--- config.mk ---
export PLATFORM = sky130hd
export DESIGN_NAME = bad_datapath
export DESIGN_NICKNAME = d
export VERILOG_FILES = /design/src/hdl/bad_pkg.sv /design/src/hdl/bad_datapath.sv /design/src/hdl/bad_adder8.sv
export SDC_FILE = /design/constraint.sdc
export NUM_CORES = 1
export LEC_CHECK = 0
export BUFFER_PORTS_ARGS = -buffer_cell sky130_fd_sc_hd__buf_4
export CORE_AREA = 2 2 88 90
export CTS_CLUSTER_DIAMETER = 40
export DETAILED_ROUTE_END_ITERATION = 10
export DIE_AREA = 0 0 90 92
export GPL_ROUTABILITY_DRIVEN = 0
export PLACE_DENSITY = 0.72
export SLEW_MARGIN = 20
export SYNTH_ARGS = -nofsm -noshare
export SYNTH_HDL_FRONTEND = slang
export SYNTH_SLANG_ARGS = --single-unit
--- constraint.sdc ---
create_clock -name i_ref_clk -period 6.1 [get_ports i_ref_clk]
set_input_delay 0.305 -clock i_ref_clk [delete_from_list [all_inputs] [get_ports i_ref_clk]]
set_output_delay 0.305 -clock i_ref_clk [all_outputs]
set_load 0.005 [all_outputs]
--- src/hdl/bad_pkg.sv ---
// Shared types and constants for the byte ALU datapath
package bad_pkg;

    localparam int unsigned BAD_DATA_W  = 8;
    localparam int unsigned BAD_IDX_W   = 5;

    localparam logic [7:0] BAD_BYTE_ZERO   = 8'h00;
    localparam logic [7:0] BAD_BYTE_ONES   = 8'hFF;
    localparam logic [7:0] BAD_BYTE_ONE    = 8'h01;
    localparam logic [4:0] BAD_PAIR_STEP   = 5'h01;
    localparam logic [4:0] BAD_IDX_RESET   = 5'h00;

    // Operation codes issued by the instruction decoder
    typedef enum logic [4:0] {
        BAD_OP_NOP                     = 5'h00,
        BAD_OP_ADD_REGISTERS           = 5'h01,
        BAD_OP_ADD_WITH_CARRY          = 5'h02,
        BAD_OP_WORD_IMMEDIATE_INCREASE = 5'h03,
        BAD_OP_MINUS_REGISTER          = 5'h04,
        BAD_OP_MINUS_CONSTANT          = 5'h05,
        BAD_OP_MINUS_WITH_BORROW       = 5'h06,
        BAD_OP_MINUS_CONST_WITH_BORROW = 5'h07,
        BAD_OP_WORD_IMMEDIATE_DECREASE = 5'h08,
        BAD_OP_AND_REGISTERS           = 5'h09,
        BAD_OP_MASK_WITH_CONSTANT      = 5'h0A,
        BAD_OP_OR_REGISTERS            = 5'h0B,
        BAD_OP_MERGE_WITH_CONSTANT     = 5'h0C,
        BAD_OP_EXCLUSIVE_OR_REGISTERS  = 5'h0D,
        BAD_OP_BITWISE_INVERT          = 5'h0E,
        BAD_OP_ARITHMETIC_MINUS_SELF   = 5'h0F,
        BAD_OP_SET_MASK_BITS           = 5'h10,
        BAD_OP_CLEAR_MASK_BITS         = 5'h11,
        BAD_OP_PLUS_ONE                = 5'h12,
        BAD_OP_MINUS_ONE               = 5'h13,
        BAD_OP_ZERO_SIGN_CHECK         = 5'h14
    } bad_op_t;

    // Request from the decoder, operands already read from the register file
    typedef struct packed {
        bad_op_t        op;
        logic [4:0]     dst_idx;
        logic [7:0]     dst_val;
        logic [7:0]     src_val;
        logic [7:0]     hi_val;
    } bad_req_t;

    // Register file write port
    typedef struct packed {
        logic           en;
        logic [4:0]     idx;
        logic [7:0]     data;
    } bad_wr_t;

    // Status flags kept by the datapath
    typedef struct packed {
        logic           h;
        logic           s;
        logic           v;
        logic           n;
        logic           z;
        logic           c;
    } bad_flags_t;

    localparam bad_flags_t BAD_FLAGS_RESET = '{h: 1'b0, s: 1'b0, v: 1'b0, n: 1'b0, z: 1'b0, c: 1'b0};
    localparam bad_wr_t    BAD_WR_RESET    = '{en: 1'b0, idx: 5'h00, data: 8'h00};

    typedef enum logic [1:0] {
        BAD_ST_IDLE    = 2'b01,
        BAD_ST_WORD_HI = 2'b10
    } bad_state_t;

endpackage : bad_pkg

--- src/hdl/bad_datapath.sv ---
// Byte ALU datapath: one-cycle byte operations, two-cycle word operations
// Operation
// RL1: Add registers, optionally plus carry; update Z,C,N,V,H in one cycle.
// RL2: Word add of immediate to register pair; Z,C,N,V,S; two cycles.
// RL3: Subtract register or constant from target; Z,C,N,V,H in one cycle.
// RL4: Subtract register and carry from target; Z,C,N,V,H; one cycle.
// RL5: Subtract constant and carry from target; five arithmetic flags; one cycle.
// RL6: Word subtract of immediate from register pair; Z,C,N,V,S; two cycles.
// RL7: AND with register or constant; Z,N,V; one cycle.
// RL8: OR with register or constant; Z,N,V; one cycle.
// RL9: Set bits given by mask in target; one cycle.
// RL10: Clear bits: AND with 0xFF minus mask; Z,N,V; one cycle.
// RL11: Test: AND target with itself, value unchanged, Z,N,V updated.
// RL12: XOR, invert, negate, increment, decrement in one cycle with their flags.
// RL13: Word pair: low byte in named register, high in next; carry low to high.
module bad_datapath
    import bad_pkg::*;
(
    // Clock and reset
    input  wire logic       i_ref_clk,
    input  wire logic       i_sys_rst,
    // Decoder request
    input  wire logic       i_req_valid,
    input  wire bad_req_t   i_req,
    // Register file write and status
    output bad_wr_t         o_wr,
    output bad_flags_t      o_flags,
    output logic            o_busy,
    output logic            o_done
);

    bad_state_t state_reg, state_next;
    bad_wr_t    wr_reg, wr_next;
    bad_flags_t flags_reg, flags_next;
    logic       busy_reg, busy_next;
    logic       done_reg, done_next;
    logic [7:0] word_hi_reg, word_hi_next;
    logic [4:0] word_idx_reg, word_idx_next;
    logic       word_c_reg, word_c_next;
    logic       word_sub_reg, word_sub_next;
    logic       word_lo_zero_reg, word_lo_zero_next;

    logic [7:0] add_a;
    logic [7:0] add_b;
    logic       add_cin;
    logic       add_sub;
    logic [7:0] sum;
    logic       sum_c;
    logic       sum_h;
    logic       sum_v;

    // Flags of logic results: overflow cleared, carry and half-carry kept
    function automatic bad_flags_t logic_flags(input bad_flags_t old, input logic [7:0] res);
        bad_flags_t f;
        f   = old;
        f.v = 1'b0;
        f.n = res[7];
        f.z = (res == BAD_BYTE_ZERO);
        f.s = res[7];
        return f;
    endfunction

    // Flags of byte arithmetic results
    function automatic bad_flags_t arith_flags(input logic [7:0] res, input logic c, input logic h,
                                               input logic v);
        bad_flags_t f;
        f.c = c;
        f.h = h;
        f.v = v;
        f.n = res[7];
        f.z = (res == BAD_BYTE_ZERO);
        f.s = res[7] ^ v;
        return f;
    endfunction

    bad_adder8 u_adder (
        .i_a     (add_a),
        .i_b     (add_b),
        .i_cin   (add_cin),
        .i_sub   (add_sub),
        .o_res   (sum),
        .o_carry (sum_c),
        .o_half  (sum_h),
        .o_ovf   (sum_v)
    );

    // Adder operand selection
    always_comb
    begin
        add_a   = i_req.dst_val;
        add_b   = i_req.src_val;
        add_cin = 1'b0;
        add_sub = 1'b0;
        case (state_reg)
            BAD_ST_WORD_HI:
            begin
                // RL13 high byte takes low carry
                add_a   = word_hi_reg;
                add_b   = BAD_BYTE_ZERO;
                add_cin = word_c_reg;
                add_sub = word_sub_reg;
            end
            BAD_ST_IDLE:
            begin
                case (i_req.op)
                    BAD_OP_ADD_WITH_CARRY:
                    begin
                        // RL1 carry included
                        add_cin = flags_reg.c;
                    end
                    BAD_OP_MINUS_REGISTER, BAD_OP_MINUS_CONSTANT, BAD_OP_WORD_IMMEDIATE_DECREASE:
                    begin
                        add_sub = 1'b1;
                    end
                    BAD_OP_MINUS_WITH_BORROW, BAD_OP_MINUS_CONST_WITH_BORROW:
                    begin
                        // RL4 RL5 borrow subtracted
                        add_sub = 1'b1;
                        add_cin = flags_reg.c;
                    end
                    BAD_OP_ARITHMETIC_MINUS_SELF:
                    begin
                        add_a   = BAD_BYTE_ZERO;
                        add_b   = i_req.dst_val;
                        add_sub = 1'b1;
                    end
                    BAD_OP_PLUS_ONE:
                    begin
                        add_b = BAD_BYTE_ONE;
                    end
                    BAD_OP_MINUS_ONE:
                    begin
                        add_b   = BAD_BYTE_ONE;
                        add_sub = 1'b1;
                    end
                    default:
                    begin
                        add_sub = 1'b0;
                    end
                endcase
            end
            default:
            begin
                add_sub = 1'b0;
            end
        endcase
    end

    // Next-state and result computation
    always_comb
    begin
        state_next        = state_reg;
        wr_next           = wr_reg;
        wr_next.en        = 1'b0;
        flags_next        = flags_reg;
        busy_next         = 1'b0;
        done_next         = 1'b0;
        word_hi_next      = word_hi_reg;
        word_idx_next     = word_idx_reg;
        word_c_next       = word_c_reg;
        word_sub_next     = word_sub_reg;
        word_lo_zero_next = word_lo_zero_reg;
        case (state_reg)
            BAD_ST_IDLE:
            begin
                if (i_req_valid && (i_req.op != BAD_OP_NOP))
                begin
                    wr_next.en  = 1'b1;
                    wr_next.idx = i_req.dst_idx;
                    wr_next.data = sum;
                    done_next   = 1'b1;
                    case (i_req.op)
                        BAD_OP_ADD_REGISTERS, BAD_OP_ADD_WITH_CARRY, BAD_OP_MINUS_REGISTER,
                        BAD_OP_MINUS_CONSTANT, BAD_OP_ARITHMETIC_MINUS_SELF:
                        begin
                            // RL1 RL3 RL12 full byte arithmetic flags
                            flags_next = arith_flags(sum, sum_c, sum_h, sum_v);
                        end
                        BAD_OP_MINUS_WITH_BORROW, BAD_OP_MINUS_CONST_WITH_BORROW:
                        begin
                            // RL4 RL5 zero sticks across chained bytes
                            flags_next   = arith_flags(sum, sum_c, sum_h, sum_v);
                            flags_next.z = (sum == BAD_BYTE_ZERO) && flags_reg.z;
                        end
                        BAD_OP_PLUS_ONE, BAD_OP_MINUS_ONE:
                        begin
                            // RL12 carry untouched for counting loops
                            flags_next   = arith_flags(sum, flags_reg.c, flags_reg.h, sum_v);
                        end
                        BAD_OP_WORD_IMMEDIATE_INCREASE, BAD_OP_WORD_IMMEDIATE_DECREASE:
                        begin
                            // RL2 RL6 low byte first, flags after high byte
                            done_next         = 1'b0;
                            busy_next         = 1'b1;
                            state_next        = BAD_ST_WORD_HI;
                            word_hi_next      = i_req.hi_val;
                            word_idx_next     = i_req.dst_idx + BAD_PAIR_STEP;
                            word_c_next       = sum_c;
                            word_sub_next     = add_sub;
                            word_lo_zero_next = (sum == BAD_BYTE_ZERO);
                        end
                        BAD_OP_AND_REGISTERS, BAD_OP_MASK_WITH_CONSTANT:
                        begin
                            // RL7 conjunction
                            wr_next.data = i_req.dst_val & i_req.src_val;
                            flags_next   = logic_flags(flags_reg, wr_next.data);
                        end
                        BAD_OP_OR_REGISTERS, BAD_OP_MERGE_WITH_CONSTANT, BAD_OP_SET_MASK_BITS:
                        begin
                            // RL8 RL9 disjunction forces mask bits
                            wr_next.data = i_req.dst_val | i_req.src_val;
                            flags_next   = logic_flags(flags_reg, wr_next.data);
                        end
                        BAD_OP_CLEAR_MASK_BITS:
                        begin
                            // RL10 and with inverted mask
                            wr_next.data = i_req.dst_val & (BAD_BYTE_ONES - i_req.src_val);
                            flags_next   = logic_flags(flags_reg, wr_next.data);
                        end
                        BAD_OP_EXCLUSIVE_OR_REGISTERS:
                        begin
                            // RL12 exclusive or
                            wr_next.data = i_req.dst_val ^ i_req.src_val;
                            flags_next   = logic_flags(flags_reg, wr_next.data);
                        end
                        BAD_OP_BITWISE_INVERT:
                        begin
                            // RL12 complement sets carry
                            wr_next.data = BAD_BYTE_ONES - i_req.dst_val;
                            flags_next   = logic_flags(flags_reg, wr_next.data);
                            flags_next.c = 1'b1;
                        end
                        BAD_OP_ZERO_SIGN_CHECK:
                        begin
                            // RL11 no write, flags only; last write stays on the bus
                            wr_next      = '{en: 1'b0, idx: wr_reg.idx, data: wr_reg.data};
                            flags_next   = logic_flags(flags_reg, i_req.dst_val & i_req.dst_val);
                        end
                        default:
                        begin
                            wr_next    = '{en: 1'b0, idx: wr_reg.idx, data: wr_reg.data};
                            done_next  = 1'b0;
                        end
                    endcase
                end
            end
            BAD_ST_WORD_HI:
            begin
                // RL13 high byte to next register
                wr_next.en   = 1'b1;
                wr_next.idx  = word_idx_reg;
                wr_next.data = sum;
                // RL2 RL6 word flags from 16-bit result
                flags_next.c = sum_c;
                flags_next.v = sum_v;
                flags_next.n = sum[7];
                flags_next.s = sum[7] ^ sum_v;
                flags_next.z = word_lo_zero_reg && (sum == BAD_BYTE_ZERO);
                done_next    = 1'b1;
                state_next   = BAD_ST_IDLE;
            end
            default:
            begin
                state_next = BAD_ST_IDLE;
            end
        endcase
    end

    always_ff @(posedge i_ref_clk)
    begin
        if (i_sys_rst)
        begin
            state_reg        <= BAD_ST_IDLE;
            wr_reg           <= BAD_WR_RESET;
            flags_reg        <= BAD_FLAGS_RESET;
            busy_reg         <= 1'b0;
            done_reg         <= 1'b0;
            word_hi_reg      <= BAD_BYTE_ZERO;
            word_idx_reg     <= BAD_IDX_RESET;
            word_c_reg       <= 1'b0;
            word_sub_reg     <= 1'b0;
            word_lo_zero_reg <= 1'b0;
        end
        else
        begin
            state_reg        <= state_next;
            wr_reg           <= wr_next;
            flags_reg        <= flags_next;
            busy_reg         <= busy_next;
            done_reg         <= done_next;
            word_hi_reg      <= word_hi_next;
            word_idx_reg     <= word_idx_next;
            word_c_reg       <= word_c_next;
            word_sub_reg     <= word_sub_next;
            word_lo_zero_reg <= word_lo_zero_next;
        end
    end

    assign o_wr    = wr_reg;
    assign o_flags = flags_reg;
    assign o_busy  = busy_reg;
    assign o_done  = done_reg;

endmodule // bad_datapath

--- src/hdl/bad_adder8.sv ---
// Eight-bit add/subtract slice with carry, half-carry and overflow
module bad_adder8
    import bad_pkg::*;
(
    // Operands
    input  wire logic [7:0] i_a,
    input  wire logic [7:0] i_b,
    input  wire logic       i_cin,
    input  wire logic       i_sub,
    // Results
    output logic      [7:0] o_res,
    output logic            o_carry,
    output logic            o_half,
    output logic            o_ovf
);

    logic [7:0] b_eff;
    logic       c_eff;
    logic [8:0] full_sum;
    logic [4:0] nib_sum;

    // Subtract as a plus not-b plus not-borrow; carries invert back to borrows
    always_comb
    begin
        b_eff    = i_sub ? ~i_b : i_b;
        c_eff    = i_sub ? ~i_cin : i_cin;
        full_sum = {1'b0, i_a} + {1'b0, b_eff} + {8'h00, c_eff};
        nib_sum  = {1'b0, i_a[3:0]} + {1'b0, b_eff[3:0]} + {4'h0, c_eff};
        o_res    = full_sum[7:0];
        o_carry  = full_sum[8] ^ i_sub;
        o_half   = nib_sum[4] ^ i_sub;
        o_ovf    = (i_a[7] == b_eff[7]) && (full_sum[7] != i_a[7]);
    end

endmodule // bad_adder8

After elaboration in Yosys (flattened, before gate mapping)
Cells that the tools add are included.
Operators by class
  add/subtract/negate cells: 7
  equal/unequal tests: 35
  multiplexer cells: 21
  bitwise gates (word level): 19
  reduce and logical (&&, ||, !) cells: 34
Operators by type and width (count)
  logical NOT 8 bit: 7
  one-hot mux 6 bit (9 select lines): 1
  one-hot mux 8 bit (2 select lines): 3
  one-hot mux 8 bit (6 select lines): 1
  == test 5 x 4 -> 1 bit, second input constant: 8
  one-hot mux 14 bit (2 select lines): 1
  == test 5 bit, second input constant: 5
  AND 8 bit: 3
  == test 5 x 3 -> 1 bit, second input constant: 4
  OR reduction 19 bit: 1
  OR reduction 18 bit: 1
  two-way mux 8 bit: 2
  inequality test 2 bit, second input constant: 8
  subtractor 8 bit, first input constant: 2
  two-way mux 14 bit: 1
  AND reduction 3 bit: 4
  OR reduction 11 bit: 1
  == test 5 x 2 -> 1 bit, second input constant: 2
  inequality test 10 x 2 -> 1 bit, second input constant: 1
  inverter 1 bit: 10
  one-hot mux 5 bit (2 select lines): 1
  AND reduction 10 bit: 1
  OR reduction 2 bit: 5
  adder 8 x 8 -> 9 bit: 1
  27 further kinds: 42
Storage, ports and cells
  register bits after elaboration: 40
  input port bits: 37
  output and inout bits: 22
  word-level logic and storage cells: 133

Depth between registers and ports, before layout
Gate-level depths: netlist of run 1.
  word-level depth: 14
  depth in mapped cells: 20
  depth with buffers taken out: 18

By module
Synthesis of run 1 repeated with hierarchy kept, for this count alone.
Second synthesis, totals
  cells, all modules: 438
  area, all modules: 3621.0 µm²
By module, submodules not included
  bad_datapath: instances 1, cells an instance 388, area an instance 3196.8 µm², sequential area each 800.8 µm²
  bad_adder8: instances 1, cells an instance 50, area an instance 424.2 µm², sequential area each 0.0 µm²

Worst setup path before layout of run 1
OpenSTA, ideal clock, no wires.
  path kind: flip-flop to flip-flop
  from: register state_reg[1]
  to: register flags_reg, in the netlist o_flags[1]
  setup time: 86 ps
  arrival time: 4222 ps
  data required time: 6014 ps
  setup slack: 1793 ps
  stages on the path, launching flop included: 21
  path buffers: 2
  clock period less this slack: 4307 ps
  cell sequence: dfxtp_1 -> inv_1 -> ha_1 -> clkbuf_1 -> nor2b_1 -> o21ai_0 -> a31oi_1 -> buf_4 -> xor2_1 -> fa_1 -> nand2b_1 -> a21oi_1 -> o31ai_1 -> nand2b_1 -> a21oi_1 -> fa_1 -> nand2_1 -> or3_1 -> a2111oi_0 -> o211ai_1 -> a211oi_1
Between the ends
  longest elaborated chain between the ends: 11
  elaborated cells between the ends (all ways): 22
  those cells by class: 2 x add/sub; 4 x eq/ne; 9 x mux; 2 x bitwise; 5 x reduce/logical
Ends and longest elaborated chain
  start, declared: RTL line bad_datapath.sv:32  | bad_state_t state_reg, state_next;
  start signal, assigned: RTL line bad_datapath.sv:286  | state_reg <= state_next;
  == test 2 x 1 -> 1 bit or == test 2 bit (tied branches): RTL line bad_datapath.sv:94, bad_datapath.sv:163
  one-hot mux 8 bit (2 select lines): RTL line bad_datapath.sv:94  | case (state_reg)
  inverter 8 bit: RTL line bad_adder8.sv:25  | b_eff = i_sub ? ~i_b : i_b;
  two-way mux 8 bit: RTL line bad_adder8.sv:25
  adder 8 x 8 -> 9 bit: RTL line bad_adder8.sv:27  | full_sum = {1'b0, i_a} + {1'b0, b_eff} + {8'h00, c_eff};
  adder 9 x 1 -> 9 bit: RTL line bad_adder8.sv:27
  logical NOT 8 bit: RTL line bad_datapath.sv:71, bad_datapath.sv:183, bad_datapath.sv:258
  logical AND 1 bit: RTL line bad_datapath.sv:183  | flags_next.z = (sum == BAD_BYTE_ZERO) && flags_reg.z;
  one-hot mux 6 bit (9 select lines): RTL line bad_datapath.sv:172  | case (i_req.op)
  two-way mux 5 bit: RTL line bad_datapath.sv:166  | if (i_req_valid && (i_req.op != BAD_OP_NOP))
  one-hot mux 5 bit (2 select lines): RTL line bad_datapath.sv:163  | case (state_reg)
  end signal, assigned: RTL line bad_datapath.sv:288  | flags_reg <= flags_next;
  end, declared: RTL line bad_datapath.sv:34  | bad_flags_t flags_reg, flags_next;
Several ways; a longest one is shown, not always the timed one. The select of a mux whose other input is x is not followed.
A chain may end at the register's enable or synchronous reset.

Worst setup path in the final report of run 1
Same ends and word-level chain as after synthesis.

==> results of run 1 <==
[power by group through the flow]
| stage | Combinational (mW) | Clock (mW) | Sequential [mW] |
|---|---|---|---|
| floorplan | 0.210 | 0 | 0.289 |
| global placement | 0.308 | 0 | 0.289 |
| detailed placement | 0.311 | 0 | 0.289 |
| CTS | 0.313 | 0.230 | 0.283 |
| global route | 0.351 | 0.241 | 0.285 |
| finish | 0.320 | 0.224 | 0.283 |
[layout make-up]
cell class                 instances  area, um^2
sequential                        40       800.8
fill                             732        3278
clock buffer                       5       68.82
clock inverter                     3       46.29
tap                              102       127.6
timing repair buffer              60       450.4
inverter                          24       90.09
multi-input combinational        352        2585
[stage by stage]
step                utilization (%)  instance area, um^2
floorplan                         -                 3615
global placement              54.39                 4050
detailed placement            54.39                 4050
CTS                           55.93                 4165
global route                  55.98                 4169
finish                        55.98                 4169
[per-layer routing]
layer	wire length [um]	global-route usage, %
met1	4330	31.59
met2	4717	39.97
met3	590	4.191
met4	277	8.462
met5	0	0
[cells by family (layout without fill, tap and decap cells)]
family,after synthesis,count (layout)
simple gates,137,137
flops,40,40
xor+xnor,21,21
buf+inv,50,92
fa+ha+maj,37,37
compound gates,147,147
mux,10,10
[layout by cell type (no fill, tap or decap), types with 3 or more instances in the layout]
cell,count
nor4_1,10
nand2_1,12
ha_1,34
nand3b_1,3
nand2b_1,7
nor3_1,5
xor2_1,8
o21a_1,3
o211ai_1,8
fa_1,3
nor2_1,52
dfxtp_1,40
o31ai_1,3
a211oi_1,8
a31oi_1,8
a22o_1,19
nand3_1,7
and2_1,3
xnor2_1,13
clkbuf_8,5
mux2i_1,10
o2111ai_1,3
a32oi_1,3
a22oi_1,26
nor2b_1,7
a21oi_1,22
nand4_1,6
o21ai_0,12
or3_1,5
buf_4,60
o21ai_1,5
inv_1,24
a211oi_2,4
[worst max-delay path by stage]
stage,cells after the start,slack [ns],end,start
final,19,1.31,o_flags[1],state_reg[1]
after global routing,19,0.78,o_flags[1],state_reg[1]
after CTS,19,1.39,o_flags[1],state_reg[1]
after detailed placement,19,1.41,o_flags[1],state_reg[1]
after global placement,19,1.52,o_flags[1],state_reg[1]
after floorplan,20,1.79,o_flags[1],state_reg[1]
==> out/metrics.yaml, run 1 <==
synth.avg_cell_area_um2: 8.178
cts_tree: "built"
synth_top_family_by_area: "compound AO/OA/AOI/OAI gates"
rr_endpoint: "o_flags[1]"
grt_start_max_net_pins: 43
switching_share_pct: 35.41
crit_type: "reg -> reg"
yosysTopAreaCell: "dfxtp_1"
cts.sinks: 40
dieHeight_um: 92
max-cap-violations: 0
tightestPinTransition_ns: 1.017
synth_top_area_share_pct: 22.15
ir_drop_v: 0.0001069
portBuffers: 58
wl_per_cell_um: 16.92
status: "completed"
crit_buf_inv: 2
root_buffer: "clkbuf_8"
min_to: "word_idx_reg[0]"
synth-xor-area-share_pct: 5.088
synth_seq_cells: 40
synth_simple_gate_area_share_pct: 20.32
cp_data_arrival_time_ns: 5.02
path_max_fanout: 20
dp_cells: 578
p_switching_mw: 0.2928
p_seq_share_pct: 34.2
start_util_pct: 48.54
post_cts_resized: 0
fin_ws_ns: 1.306
grt_overflow: 0
finalNetCount: 557
cp_slowest_stage_delay_ns: 0.61
netlist_area_um2: 3615
slew_headroom_pct: 32.18
hold_path_class: "in -> reg"
worstRegToRegCells: 19
place_hpwl_um: 7611
rsz0062_at_grt: "false"
total_power_mw: 0.8269
cts_buffers: 5
syn-num-nets: 516
drive_gt1_share_pct: 17.36
worst_hold_slack_ns: 0.2046
worstHoldStart: "i_req[24]"
synth-compound-area-share_pct: 29.80
insertion_delay_ns: 0.30
largest_reg_flops: 14
grt_pass1_wl_um: 16330
synth.yosys.seq_area_share_pct: 22.15
first_global_vias: 3386
synthFlopType: "dfxtp_1"
grt_usage_pct: 24.08
place_ws_ns: 1.409
cp_top_family: "adder cells"
regToRegStartpoint: "state_reg[1]"
holdPathStages: 2
via_count: 3569
rows: 32
drt_iter0_drc: 315
yosysWarnings: 0
path_cells: "inv_1 > ha_1 > nor2b_1 > o21ai_0 > a31oi_1 > buf_4 > xor2_1 > fa_1 > nand2b_1 > a21oi_1 > o31ai_1 > nand2b_1 > a21oi_1 > fa_1 > nand2_1 > or3_1 > a2111oi_0 > o211ai_1 > a211oi_1"
slew_violations: 0
ys_top_cells_by_count: "52 x nor2_1, 40 x dfxtp_1, 34 x ha_1"
cts_hold_buf: 0
p_int_mw: 0.5341
areaGrowthSynthToFinish_pct: 15.33
reg2reg_slack_ns: 1.31
p_clk_share_pct: 27.1
p_leak_nw: 1.678
diodes: 0
via_per_inst: 6.090
route.detailed.drc: 0
core_um2: 7447
end_kind: "flop"
grt_antenna_before_repair: 0
synthArstFlopShare_pct: 0
fmax_mhz: 208.6
first_pass_iters: 5
htree_num_levels: 2
cp-start-kind: "flop"
synth_cells: 442
synth-edff-count: 0
finalSetupViolCount: 0
synth.most_common_cell: "nor2_1"
finalSetupTns_ns: 0
fin_skew_ns: 0.01149
ant_nets: 0
dieWidth_um: 90
io_pins: 59
combPwrFrac_pct: 38.6
required_ns: 6.33
power.density_nw_per_um2: 198.3
yosys-top-cells-area: "dfxtp_1 22%, ha_1 12%, a22oi_1 5.4%"
path_clk_slew_ns: 0.09
post-route-period-util_pct: 78.60
die_area_um2: 8280
ys_types: 68
synth.area.mux_share_pct: 2.769
synthAdderAreaFrac_pct: 13.43
routed_wl_um: 9914
cts_setup_buffers: 0
crit_slowest_cell: "ha_1"
finalHoldViolations: 0
fin_crit_ns: 4.794
final-instance-count-excl-fill: 586
ctsLongestPathBuffers: 2
No activity file was read; power rests on OpenSTA's default activity.
==> run 2: changes to the inputs <==
--- a/config.mk
+++ b/config.mk
@@ -11,7 +11,7 @@
 export DETAILED_ROUTE_END_ITERATION = 10
 export DIE_AREA = 0 0 90 92
 export GPL_ROUTABILITY_DRIVEN = 0
-export PLACE_DENSITY = 0.72
+export PLACE_DENSITY = 0.75
 export SLEW_MARGIN = 20
 export SYNTH_ARGS = -nofsm -noshare
 export SYNTH_HDL_FRONTEND = slang
==> constraint.sdc (replaced) <==
create_clock -name i_ref_clk -period 3.95 [get_ports i_ref_clk]
set_input_delay 0.1975 -clock i_ref_clk [delete_from_list [all_inputs] [get_ports i_ref_clk]]
set_output_delay 0.1975 -clock i_ref_clk [all_outputs]
set_load 0.005 [all_outputs]
==> run 2 against run 1 <==
Effect of this change:
- final area up 12%
- global-route usage is 1.3 points higher
- final cell count grew 6.1%
- sequential cell count unchanged
- register-to-register slack worse by 1.2 ns
- fmax grew 25%
- via count up 7.2%
- first-iteration DRC count shrank 20%
- sequential share of layout area down 2.0 points
- power up 69%
- utilization grew 6.8 points
- critical endpoint unchanged
- largest power group unchanged
==> out/metrics.yaml, run 2 (synthesis results as in run 1) <==
routed_wl_um: 10690  # was 9914 um
cp_slowest_stage_delay_ns: 0.50  # was 0.61 ns
power.density_nw_per_um2: 298.5  # was 198.3 nW/um^2
place_ws_ns: -0.1683  # was 1.409 ns
status: "completed"  # unchanged
finalSetupViolCount: 0  # unchanged
rows: 32  # unchanged
required_ns: 4.17  # was 6.33 ns
cp_data_arrival_time_ns: 4.07  # was 5.02 ns
cp-start-kind: "flop"  # unchanged
core_um2: 7447  # unchanged
drive_gt1_share_pct: 29.04  # was 17.36%
crit_slowest_cell: "fa_1"  # was ha_1
portBuffers: 58  # unchanged
nFillCells: 660  # was 732
rsz0062_at_grt: "true"  # was false
drt_iter0_drc: 251  # was 315
areaGrowthSynthToFinish_pct: 29.32  # was 15.33%
via_count: 3827  # was 3569
grt_pass1_wl_um: 17170  # was 16330 um
multi_input_area_um2: 2789  # was 2585 um^2
path_max_fanout: 11  # was 20
seq_area_um2: 805.8  # was 800.8 um^2
ir_drop_v: 0.0002266  # was 0.0001069 V
crit_type: "reg -> reg"  # unchanged
path_cells: "inv_2 > ha_4 > buf_6 > nor2_4 > a22o_1 > a22oi_1 > xnor2_1 > ha_1 > o21ai_2 > a21oi_4 > o31ai_4 > nand2b_1 > a21oi_2 > fa_1 > nand2_1 > or3_4 > a2111oi_4 > o211ai_1 > a211oi_1"  # was inv_1 > ha_1 > nor2b_1 > o21ai_0 > a31oi_1 > buf_4 > xor2_1 > fa_1 > nand2b_1 > a21oi_1 > o31ai_1 > nand2b_1 > a21oi_1 > fa_1 > nand2_1 > or3_1 > a2111oi_0 > o211ai_1 > a211oi_1
cts_buffers: 5  # unchanged
post-route-period-util_pct: 97.48  # was 78.60%
grt_start_max_net_pins: 43  # unchanged
slew_violations: 0  # unchanged
hold_path_class: "in -> reg"  # unchanged
slew_headroom_pct: 27.91  # was 32.18%
path_clk_slew_ns: 0.09  # about the same
start_util_pct: 48.54  # unchanged
reg2reg_slack_ns: 0.1  # was 1.31 ns
htree_num_levels: 2  # unchanged
final_common_cell: "buf_4"  # unchanged
die_area_um2: 8280  # unchanged
fmax_mhz: 259.7  # was 208.6 MHz
dieWidth_um: 90  # unchanged
tightestPinTransition_ns: 1.081  # was 1.017 ns
cts.sinks: 40  # unchanged
io_pins: 59  # unchanged
first_global_vias: 3543  # was 3386
fin_util_pct: 62.77  # was 55.98%
fin_crit_ns: 3.851  # was 4.794 ns
grt_usage_pct: 25.36  # was 24.08%
ctsLongestPathBuffers: 2  # unchanged
route.detailed.drc: 0  # unchanged
dieHeight_um: 92  # unchanged
grt_antenna_before_repair: 0  # unchanged
place_hpwl_um: 8242  # was 7611 um
ant_nets: 0  # unchanged
wl_per_cell_um: 17.19  # was 16.92 um
diodes: 0  # unchanged
fin_ws_ns: 0.09938  # was 1.306 ns
finalHoldViolations: 0  # unchanged
grt_overflow: 0  # unchanged
finalNetCount: 593  # was 557
end_kind: "flop"  # unchanged
largest_reg_flops: 14  # unchanged
root_buffer: "clkbuf_8"  # unchanged
cts_hold_buf: 0  # unchanged
max-cap-violations: 0  # unchanged
cts_tree: "built"  # unchanged
insertion_delay_ns: 0.31  # was 0.30 ns
final_cell_mix: "92 x buf_4, 49 x nor2_1, 38 x dfxtp_1, 30 x ha_1, 24 x a22oi_1"  # was 60 x buf_4, 52 x nor2_1, 40 x dfxtp_1, 34 x ha_1, 26 x a22oi_1
fin_skew_ns: 0.008946  # was 0.01149 ns
p_leak_nw: 1.901  # was 1.678 nW
via_per_inst: 6.153  # was 6.090
first_pass_iters: 5  # unchanged
-- run 2: cell types whose count changed in the layout (fill, tap and decap cells not counted), moves of 3 or more --
cell | previous run | this run
buf_4 | 60 | 92
buf_6 | 0 | 3
ha_1 | 34 | 30
nor2_1 | 52 | 49
o21ai_2 | 0 | 3
xnor2_1 | 13 | 9
xnor2_2 | 0 | 4
-- run 2: worst max-delay path: cells and delay by family (launching register included) --
family,cells,cell delay [ns]
AO/OA/AOI/OAI,9,1.45
flip-flops,1,0.36
adder cells (fa/ha/maj),3,1.09
XOR/XNOR,1,0.10
buffers and inverters,2,0.21
AND/OR/NAND/NOR,4,0.56
-- run 2: path summary, 6_finish.rpt --
check | startpoint | to | depth (start not counted)
max reg2reg | state_reg[0] | o_flags[1] | 19
min reg2reg | o_flags[4] | o_flags[4] | 2
max | state_reg[0] | o_flags[1] | 19
min | i_req[24] | word_idx_reg[0] | 2
-- run 2: stage by stage --
| stage | area (um^2) | instances | setup TNS (ns) | total power, mW | hold WS (ns) |
|---|---|---|---|---|---|
| after floorplan | 3726 | 442 | 0 | 0.7934 | 0.2899 |
| after global placement | 4404 | 611 | 0 | 0.9909 | 0.4176 |
| after detailed placement | 4404 | 611 | -0.2692 | 1.002 | 0.4207 |
| after CTS | 4557 | 620 | 0 | 1.360 | 0.09272 |
| after global routing | 4674 | 622 | -0.2591 | 1.473 | 0.08878 |
| final | 4674 | 622 | 0 | 1.395 | 0.09427 |
-- run 2: layout make-up --
cell class | count | area share, %
Clock buffer | 5 | 1.472
Timing Repair Buffer | 96 | 15.93
Multi-Input combinational cell | 352 | 59.66
Clock inverter | 3 | 0.9904
Sequential cell | 40 | 17.24
Inverter | 24 | 1.981
Tap cell | 102 | 2.730
-- run 2: repair_timing --
item                                    4_1_cts  5_1_grt
resized for setup                             4       22
pin swaps                                     3       12
gates cloned                                  0        0
buffers inserted                              1        2
endpoints found under the setup margin        2        4
hold endpoints to repair                      0        0
-- run 2: power breakdown --
group | leakage, nW | total (mW) | internal (mW) | switching, mW
clock network | 0.0548 | 0.350 | 0.190 | 0.160
logic | 1.52 | 0.609 | 0.274 | 0.335
registers | 0.326 | 0.437 | 0.424 | 0.0123
-- run 2: per-layer routing --
layer	track usage, %	routed length (um)	vias up
met2	42.61	5152	191
met5	0	0	-
met3	3.451	773	28
li1	-	-	1810
met1	33.60	4468	1798
met4	8.590	299	0
